===== config.mk =====
export PLATFORM = sky130hd
export DESIGN_NAME = pac_top
export DESIGN_NICKNAME = d
export VERILOG_FILES = /design/src/pac_pkg.sv /design/src/pac_top.sv
export SDC_FILE = /design/constraint.sdc
export NUM_CORES = 1
export LEC_CHECK = 0
export BUFFER_PORTS_ARGS = -buffer_cell sky130_fd_sc_hd__buf_2
export CORE_MARGIN = 2
export CORE_UTILIZATION = 35
export CTS_CLUSTER_SIZE = 12
export DETAILED_ROUTE_END_ITERATION = 10
export PLACE_DENSITY_LB_ADDON = 0.1
export SYNTH_ARGS = -nofsm -noshare
export SYNTH_HDL_FRONTEND = slang
export SYNTH_SLANG_ARGS = --single-unit

===== constraint.sdc =====
create_clock -name pclk -period 6.05 [get_ports pclk]
set_input_delay 0.3025 -clock pclk [delete_from_list [all_inputs] [get_ports pclk]]
set_output_delay 0.3025 -clock pclk [all_outputs]
set_load 0.01 [all_outputs]

===== src/pac_pkg.sv =====
// Constants, register map and types for the pulse accumulator and capture registers
package pac_pkg;

    // ----------------------------------------------------------------
    // Register indices (byte address is four times the index)
    // ----------------------------------------------------------------
    localparam logic [5:0] CHAN_BASE_IDX = 6'h18;
    localparam logic [5:0] ACC_CTL_IDX = 6'h20;
    localparam logic [5:0] ACC_FLG_IDX = 6'h21;
    localparam logic [5:0] ACC_CNT_IDX = 6'h22;
    localparam logic [5:0] TIM_CFG_IDX = 6'h24;

    // ----------------------------------------------------------------
    // Field positions
    // ----------------------------------------------------------------
    localparam int ACC_EN_BIT = 6;
    localparam int ACC_MODE_BIT = 5;
    localparam int ACC_EDGE_BIT = 4;
    localparam int CLK_SEL_LSB = 2;
    localparam int OVF_IE_BIT = 1;
    localparam int IN_IE_BIT = 0;
    localparam int OVF_FLAG_BIT = 1;
    localparam int IN_FLAG_BIT = 0;
    localparam int CFG_SEL_LSB = 0;
    localparam int CFG_EDGE_LSB = 4;
    localparam int CFG_TON_BIT = 12;
    localparam int CFG_FFC_BIT = 13;
    localparam int CFG_W = 14;

    // ----------------------------------------------------------------
    // Reset values
    // ----------------------------------------------------------------
    localparam logic [15:0] CHAN_RESET = 16'h0000;
    localparam logic [7:0] ACC_CTL_RESET = 8'h00;
    localparam logic [15:0] ACC_CNT_RESET = 16'h0000;
    localparam logic [CFG_W-1:0] TIM_CFG_RESET = 14'h0000;

    // ----------------------------------------------------------------
    // Timer counter clock selection
    // ----------------------------------------------------------------
    typedef enum logic [1:0] {
        CLK_PRESCALE = 2'h0,
        CLK_ACC = 2'h1,
        CLK_ACC_256 = 2'h2,
        CLK_ACC_64K = 2'h3
    } pac_clk_sel_type;

endpackage


===== src/pac_top.sv =====
// Pulse accumulator, channel 4-7 capture/compare values and their APB register file
//
// Register access over APB is this design's own decision.
`timescale 1ns/1ps
module pac_top import pac_pkg::*; #(
    parameter int ADDR_W = 8
) (
    // Clock and reset
    input wire logic pclk,
    input wire logic presetn,
    // APB slave
    input wire logic psel,
    input wire logic penable,
    input wire logic pwrite,
    input wire logic [ADDR_W-1:0] paddr,
    input wire logic [31:0] pwdata,
    input wire logic [3:0] pstrb,
    output logic [31:0] prdata,
    output logic pready,
    output logic pslverr,
    // Rest of the timer, same clock
    input wire logic [15:0] timer_count,
    input wire logic prescale_tick,
    input wire logic div64_tick,
    output logic counter_clock_tick,
    output logic timer_on,
    output logic [3:0] capture_compare_select,
    output logic [3:0] capture_event,
    // Channel 4-7 pins, channel 7 in bit 3
    input wire logic [3:0] chan_pin,
    // Interrupt requests
    output logic overflow_irq,
    output logic input_irq
);

    // ----------------------------------------------------------------
    // Parameter check
    // ----------------------------------------------------------------
    if (ADDR_W < 8) begin : g_bad_addr
        $error("pac_top: ADDR_W must be at least 8");
    end

    // ----------------------------------------------------------------
    // Bus decode
    // ----------------------------------------------------------------
    logic access;
    logic [5:0] idx;
    logic [3:0] hit_chan;
    logic hit_ctl;
    logic hit_flg;
    logic hit_cnt;
    logic hit_cfg;
    logic wr_cnt;
    logic upper_zero;
    logic fast_clear;

    assign access = psel & penable;
    assign idx = paddr[7:2];
    // Shift, not slice, so the default width leaves no empty part-select
    assign upper_zero = ((paddr >> 8) == '0);
    assign hit_ctl = (idx == ACC_CTL_IDX) && upper_zero;
    assign hit_flg = (idx == ACC_FLG_IDX) && upper_zero;
    assign hit_cnt = (idx == ACC_CNT_IDX) && upper_zero;
    assign hit_cfg = (idx == TIM_CFG_IDX) && upper_zero;
    assign wr_cnt = access & pwrite & hit_cnt & (pstrb[1:0] != 2'h0);
    // Zero wait states keep software timing simple
    assign pready = 1'b1;
    assign pslverr = access & ~(hit_ctl | hit_flg | hit_cnt | hit_cfg | (hit_chan != 4'h0));

    // ----------------------------------------------------------------
    // Control registers
    // ----------------------------------------------------------------
    logic [7:0] acc_ctl_q;
    logic [CFG_W-1:0] tim_cfg_q;
    logic acc_en;
    logic acc_mode;
    logic acc_edge;
    logic fast_flag_clear;
    pac_clk_sel_type clk_sel;

    always_ff @(posedge pclk or negedge presetn) begin
        if (!presetn) begin
            acc_ctl_q <= ACC_CTL_RESET;
        end else if (access && pwrite && hit_ctl && pstrb[0]) begin
            acc_ctl_q <= {1'b0, pwdata[6:0]};
        end
    end

    always_ff @(posedge pclk or negedge presetn) begin
        if (!presetn) begin
            tim_cfg_q <= TIM_CFG_RESET;
        end else if (access && pwrite && hit_cfg) begin
            if (pstrb[0]) begin
                tim_cfg_q[7:0] <= pwdata[7:0];
            end
            if (pstrb[1]) begin
                tim_cfg_q[CFG_W-1:8] <= pwdata[CFG_W-1:8];
            end
        end
    end

    assign acc_en = acc_ctl_q[ACC_EN_BIT];
    assign acc_mode = acc_ctl_q[ACC_MODE_BIT];
    assign acc_edge = acc_ctl_q[ACC_EDGE_BIT];
    assign clk_sel = pac_clk_sel_type'(acc_ctl_q[CLK_SEL_LSB +: 2]);
    assign timer_on = tim_cfg_q[CFG_TON_BIT];
    assign fast_flag_clear = tim_cfg_q[CFG_FFC_BIT];
    assign capture_compare_select = tim_cfg_q[CFG_SEL_LSB +: 4];
    assign fast_clear = fast_flag_clear & access & hit_cnt;

    // ----------------------------------------------------------------
    // Pin synchronisers and edge detect
    // ----------------------------------------------------------------
    logic [3:0] pin_meta_q;
    logic [3:0] pin_sync_q;
    logic [3:0] pin_prev_q;
    logic [3:0] pin_rise;
    logic [3:0] pin_fall;

    always_ff @(posedge pclk or negedge presetn) begin
        if (!presetn) begin
            pin_meta_q <= 4'h0;
            pin_sync_q <= 4'h0;
            pin_prev_q <= 4'h0;
        end else begin
            pin_meta_q <= chan_pin;
            pin_sync_q <= pin_meta_q;
            pin_prev_q <= pin_sync_q;
        end
    end

    assign pin_rise = pin_sync_q & ~pin_prev_q;
    assign pin_fall = ~pin_sync_q & pin_prev_q;

    // ----------------------------------------------------------------
    // Channel capture/compare values
    // ----------------------------------------------------------------
    logic [15:0] chan_val_q [4];

    for (genvar i = 0; i < 4; i++) begin : g_chan
        localparam logic [5:0] MY_IDX = CHAN_BASE_IDX + 6'(i);
        logic [1:0] edge_cfg;
        assign edge_cfg = tim_cfg_q[CFG_EDGE_LSB + 2*i +: 2];
        assign hit_chan[i] = (idx == MY_IDX) && upper_zero;
        assign capture_event[i] = ~capture_compare_select[i]
            & ((edge_cfg[0] & pin_rise[i]) | (edge_cfg[1] & pin_fall[i]));

        always_ff @(posedge pclk or negedge presetn) begin
            if (!presetn) begin
                chan_val_q[i] <= CHAN_RESET;
            // Capture never meets a write: writes need compare mode, which masks capture
            end else if (capture_event[i]) begin
                chan_val_q[i] <= timer_count;
            end else if (access && pwrite && hit_chan[i] && capture_compare_select[i]) begin
                // Lanes are independent, so high-then-low byte writes compose
                if (pstrb[0]) begin
                    chan_val_q[i][7:0] <= pwdata[7:0];
                end
                if (pstrb[1]) begin
                    chan_val_q[i][15:8] <= pwdata[15:8];
                end
            end
        end

    end

    // ----------------------------------------------------------------
    // Accumulator input and clock
    // ----------------------------------------------------------------
    logic pa_in;
    logic sel_edge;
    logic gate_active;
    logic acc_tick;
    logic in_set;
    logic [15:0] acc_cnt_q;
    logic ovf_set;
    logic half_wrap;

    assign pa_in = pin_sync_q[3];
    // Trailing gate edge and counted event edge share the same polarity
    assign sel_edge = acc_edge ? pin_rise[3] : pin_fall[3];
    assign gate_active = acc_edge ? ~pa_in : pa_in;
    assign acc_tick = acc_en & (acc_mode
        ? (gate_active & div64_tick & timer_on)
        : sel_edge);
    assign in_set = acc_en & sel_edge;
    // A count write in the wrap cycle wins, so that wrap is never flagged
    assign ovf_set = acc_tick & ~wr_cnt & (acc_cnt_q == 16'hFFFF);
    assign half_wrap = acc_tick & (acc_cnt_q[7:0] == 8'hFF);

    // Combinational so a new select acts on the very next cycle
    always_comb begin
        counter_clock_tick = prescale_tick;
        if (acc_en) begin
            case (clk_sel)
                CLK_PRESCALE: counter_clock_tick = prescale_tick;
                CLK_ACC: counter_clock_tick = acc_tick;
                CLK_ACC_256: counter_clock_tick = half_wrap;
                CLK_ACC_64K: counter_clock_tick = ovf_set;
                default: counter_clock_tick = prescale_tick;
            endcase
        end
    end

    // ----------------------------------------------------------------
    // Accumulator count
    // ----------------------------------------------------------------
    // A software write in the same cycle as a count wins; that edge is lost
    always_ff @(posedge pclk or negedge presetn) begin
        if (!presetn) begin
            acc_cnt_q <= ACC_CNT_RESET;
        end else if (wr_cnt) begin
            if (pstrb[0]) begin
                acc_cnt_q[7:0] <= pwdata[7:0];
            end
            if (pstrb[1]) begin
                acc_cnt_q[15:8] <= pwdata[15:8];
            end
        end else if (acc_tick) begin
            acc_cnt_q <= acc_cnt_q + 16'h0001;
        end
    end

    // ----------------------------------------------------------------
    // Flags and interrupt requests
    // ----------------------------------------------------------------
    logic ovf_flag_q;
    logic in_flag_q;
    logic flg_wr;

    assign flg_wr = access & pwrite & hit_flg & pstrb[0];

    // Hardware set wins over any clear in the same cycle
    always_ff @(posedge pclk or negedge presetn) begin
        if (!presetn) begin
            ovf_flag_q <= 1'b0;
        end else if (ovf_set) begin
            ovf_flag_q <= 1'b1;
        end else if (fast_clear || (flg_wr && pwdata[OVF_FLAG_BIT])) begin
            ovf_flag_q <= 1'b0;
        end
    end

    always_ff @(posedge pclk or negedge presetn) begin
        if (!presetn) begin
            in_flag_q <= 1'b0;
        end else if (in_set) begin
            in_flag_q <= 1'b1;
        end else if (fast_clear || (flg_wr && pwdata[IN_FLAG_BIT])) begin
            in_flag_q <= 1'b0;
        end
    end

    assign overflow_irq = ovf_flag_q & acc_ctl_q[OVF_IE_BIT];
    assign input_irq = in_flag_q & acc_ctl_q[IN_IE_BIT];

    // ----------------------------------------------------------------
    // Read data
    // ----------------------------------------------------------------
    always_comb begin
        // Unmapped indices and unused bits read as zero
        prdata = 32'h0000_0000;
        if (hit_ctl) begin
            prdata[7:0] = acc_ctl_q;
        end
        if (hit_flg) begin
            prdata[1:0] = {ovf_flag_q, in_flag_q};
        end
        if (hit_cnt) begin
            prdata[15:0] = acc_cnt_q;
        end
        if (hit_cfg) begin
            prdata[CFG_W-1:0] = tim_cfg_q;
        end
        for (int k = 0; k < 4; k++) begin
            if (hit_chan[k]) begin
                prdata[15:0] = chan_val_q[k];
            end
        end
    end
endmodule


Word level (Yosys, flattened, before mapping)
Cells that the tools add are included.

cells by class
  $add $sub $neg = 1
  $mul = 0
  div/mod/pow operators = 0
  order comparisons = 0
  equal/unequal tests = 15
  shift-type cells = 0
  multiplexer cells = 29
  bitwise logic cells = 49
  reductions and logical operators = 46

operators with widths
  operator                 number
  $mux W16                 15
  $reduce_bool A2 Y1       16
  $and A1 B1 Y1            30
  $eq A6 B5 Y1 const B     4
  $eq A6 B6 Y1 const B     4
  $reduce_and A2 Y1        12
  $add A16 B1 Y16 const B  1
  $eq A16 B16 Y1 const B   1
  $mux W8                  2
  $logic_and A1 B1 Y1      14
  $mux W14                 1
  $and A4 B4 Y4            2
  $eq A8 B8 Y1 const B     1
  $mux W1                  8
  $not A4 Y4               2
  $or A1 B1 Y1             8
  $mux W7                  1
  $not A1 Y1               7
  $eq A2 B2 Y1 const B     2
  $ne A2 B2 Y1 const B     2
  $pmux W1 S4              1
  $reduce_bool A4 Y1       1
  $eq A2 B1 Y1 const B     1
  $logic_not A2 Y1         1
  other kinds (2)          3

storage, ports and cells
  register bits after elaboration = 115
  latch bits = 0
  RAM bits = 0
  ROM bits = 0
  bits of input ports = 71
  output and inout bits = 46
  logic and storage cells = 158
  memories = 0

Depth between registers and ports, before layout
  word-level depth = 10
  gate-level depth with buffers = 7
  mapped depth without buffers = 6

Worst setup path after synthesis
OpenSTA, ideal clock, no wires.

  kind = input-to-output
  start point = in paddr[2]
  end point = out prdata[10]
  arrival time = 1806 ps
  data required time = 5747 ps
  setup slack = 3942 ps
  stages = 5
  path buffers = 2
  cell sequence = clkbuf_1 buf_1 mux4_2 a222oi_1 inv_1

on the way
  longest elaborated chain between the ends = 7
  elaborated cells between the ends (all ways) = 12
  classes of those cells = eq/ne (6); mux (6)

RTL lines
  what                   line            text
  start: declaration     pac_top.sv:15   input wire logic [ADDR_W-1:0] paddr,
  $eq A6 B6 Y1           pac_top.sv:63   assign hit_cnt = (idx == ACC_CNT_IDX) && upper_zero;
  $mux W16               pac_top.sv:269  if (hit_cnt) begin
  $mux W14               pac_top.sv:272  if (hit_cfg) begin
  $mux W16 (3 in a row)  pac_top.sv:276  if (hit_chan[k]) begin
  $mux W16 *             pac_top.sv:276
  end: declaration       pac_top.sv:18   output logic [31:0] prdata,

Every way passes the cells marked *; elsewhere a longest branch is shown, timed or not.

Worst setup path after layout
  start point = in paddr[5]
  end point = out prdata[7]

Same word-level chain as after synthesis.

==> key figures <==
Setup path
  • Reg2Reg Depth: 5
  • Worst setup SP type: input port
  • Critical setup path kind: input port to primary output
  • Crit path max fanout: 15
  • R2r setup slk: 3.80 ns
  • Arrival @ worst endpoint: 2.69 ns
  • Critical path origin: paddr[5]
  • FF-to-FF End: acc_cnt_q[12]$_DFFE_PN0P_
  • CP Data Required Time: 5.75 ns
  • Crit. End Element: primary output
  • Worst Setup EP: prdata[7]
  • R2R Path Start: acc_ctl_q[4]$_DFFE_PN0P_

GRT
  • Initial antenna violation count: 0
  • Overflow after GRT: 0
  • Largest net degree at the start of global routing: 66
  • Vias in the first global route: roughly 5,300
  • Global-route wire length before repair: 31,500 µm
  • Overall Global Routing Usage: between 20% and 30%

Routing
  • Drt total wl: 20,100 µm
  • Initial DRC count: 580
  • Via count: around 5,400
  • Drt first pass iters: 6
  • Post-DRT Antenna Nets: 0
  • Vias per cell: about 5.6
  • Routed WL per cell: around 21 µm
  • Drt drc: 0

Hold path
  • Worst min path class: input port to asynchronous set/reset pin

Clock tree
  • Post-cts hold buffer count: 4
  • Clock latency on the worst-skew pair: between 0.4 and 0.5 ns
  • Clock Tree Root: clkbuf_16
  • Maximum buffer depth of the clock tree: 2
  • CTS Buf Count: 17
  • Clk sinks: around 120
  • H-tree Lvls: 4
  • CTS resizes: 0
  • Clock transition at path regs: around 0.050 ns
  • CTS tree: built
  • Post-CTS setup buffer count: 0

Yosys
  • Synth Cell Area: between 6000 and 7000 µm²
  • FF+latch count, synth: 115
  • Avg Synthesized Cell Area: around 10 µm²
  • Ys flop type: dfrtp_1
  • Synth cell count leaders: dfrtp_1, nand2_1, mux2i_1, o21ai_0, a21oi_1
  • Share of Yosys cell area claimed by the top area cell type: ~45%
  • Ranking of synthesized cells by area: dfrtp_1, mux2i_1, mux4_2
  • Cells after Synth: roughly 640
  • Synthesis warning total: 0
  • Most common cell in the netlist: dfrtp_1
  • Distinct cells, synth: 60
  • Post-synth EDFFs: 0
  • Asr flop ratio synth: between 90% and 100%
  • Post-synthesis sequential area ratio: between 40% and 50%
  • Most area-hungry cell type in the Yosys netlist: dfrtp_1

Place
  • GPL Wtd Cong: between 0.8 and 0.9
  • Post-DP HPWL: 13,900 µm
  • Buffers on Ports: just under 80

Timing
  • Unrepaired setup endpoints after global routing: no
  • Hold Vio Cnt, Final: 0
  • Worst slew pin tran: between 1 and 1.5 ns
  • Min Tclk post-route: between 2 and 3 ns
  • Setup Viol. Count Final: 0
  • Worst clock skew: around 0.0055 ns
  • Fmax: roughly 330 MHz
  • Setup TNS: 0 ns
  • Period utilization: approximately 49%
  • Max-slew headroom: a little over a quarter
  • Fin. max-slew vios: 0

Finish
  • Filler instances: 1,784
  • Post-Route Utilization: between 40% and 50%
  • ANT cells: 0
  • Final-stage net count: slightly below 800
  • Area Overhead vs Synth: 18.8%
  • Share of cells above drive strength 1: 23.8%

Run status
  • Status: completed

Power
  • P_leak: about 3.4 nW
  • Power density over the cells: between 300 and 400 nW/µm²
  • Worst VDD drop: between 200 and 250 µV

Die
  • DIE HEIGHT: 140 µm
  • Die area: 19,600 µm²
  • Rows: 49
  • Core ar.: 18,000 µm²
  • Io pins: between 100 and 150
  • Initial Utilization: a little over a third
  • Die Width: between 100 and 150 µm

Run
  • Max-cap viol count: 0
==> layout make-up <==
type | count | area (µm²) | area share, %
flip-flops and latches | 115 | 2880 | 37.5
well taps | 229 | 287 | 3.73
multi-input cells | 468 | 3300 | 42.9
clock inverters | 9 | 153 | 1.99
clock buffers | 22 | 474 | 6.17
repair buffers | 97 | 543 | 7.07
inverters | 13 | 48.8 | 0.635
==> stage by stage <==
| step | instance area (µm²) | hold slack [ns] | setup WS [ns] | instances | total power, W |
|---|---|---|---|---|---|
| final | 7680 | 0.00483 | 3.06 | 953 | 0.00231 |
| after global routing | 7680 | 0.0788 | 2.88 | 953 | 0.00242 |
| after CTS | 7680 | 0.0364 | 3.01 | 953 | 0.00233 |
| after detailed placement | 7020 | 0.336 | 3.02 | 918 | 0.00124 |
| after global placement | 7020 | 0.334 | 3.03 | 918 | 0.00123 |
| after floorplan | 6520 | 0.00691 | 3.94 | 654 | 0.00112 |
==> cell usage in the layout (no fill, tap or decap), types with 5 or more instances in the layout <==
cell type / n
clkbuf_16: 17
a21oi_1: 43
nand3b_1: 9
nand2_1: 82
buf_4: 15
mux2i_1: 69
mux4_2: 16
o22ai_1: 5
mux2_2: 21
buf_2: 78
nor3_1: 6
nand3_1: 15
conb_1: 17
inv_1: 13
nand4_1: 7
and3_1: 8
a31oi_1: 9
o21ai_0: 58
a222oi_1: 11
dfrtp_1: 115
nor2_1: 29
==> state kept, by name, summed over array words and instances (netlist names) <==
register,cells
acc_ctl_q,7
in_flag_q,1
ovf_flag_q,1
pin_prev_q,4
tim_cfg_q,14
pin_meta_q,4
chan_val_q,64
acc_cnt_q,16
pin_sync_q,4
==> worst min path at each step <==
stage	slack (ns)	start	end
after detailed placement	0.34	pin_meta_q[0]$_DFF_PN0_	pin_sync_q[0]$_DFF_PN0_
after global placement	0.33	pin_meta_q[0]$_DFF_PN0_	pin_sync_q[0]$_DFF_PN0_
after global routing	0.08	presetn	pin_sync_q[3]$_DFF_PN0_
final	0.005	presetn	pin_prev_q[3]$_DFF_PN0_
after floorplan	0.007	presetn	acc_cnt_q[0]$_DFFE_PN0P_
after CTS	0.04	presetn	acc_ctl_q[3]$_DFFE_PN0P_
==> layer usage <==
| metal | up-vias | routed length, µm | global-route usage (%) |
|---|---|---|---|
| met4 | 0 | 389 | 8.53 |
| met1 | 2683 | 9460 | 30.4 |
| met2 | 168 | 9360 | 32.3 |
| met3 | 25 | 875 | 3.66 |
| li1 | 2476 | - | - |
| met5 | - | 0 | 0 |
==> worst max-delay path: stages <==
cell and delay (ns):
buf_2 0.12, or4b_1 0.74, nor2_1 0.92, a222oi_1 0.36
inv_1 0.10, buf_2 0.13
==> report_power, final <==
part           total [W]  internal, W  switching [W]
Sequential      0.000938     0.000874      0.0000640
Clock            0.00108     0.000717       0.000360
Combinational   0.000293     0.000131       0.000162
Total            0.00231      0.00172       0.000587
==> cells by family after synthesis <==
| group | share of synthesized area, % |
|---|---|
| simple gates | 13.7 |
| compound gates | 15.7 |
| flops | 44.5 |
| mux | 19.9 |
| buf+inv | 5.86 |
| other cells | 0.116 |
| fa+ha+maj | 0.194 |
Power figures use the tool's default switching activity.
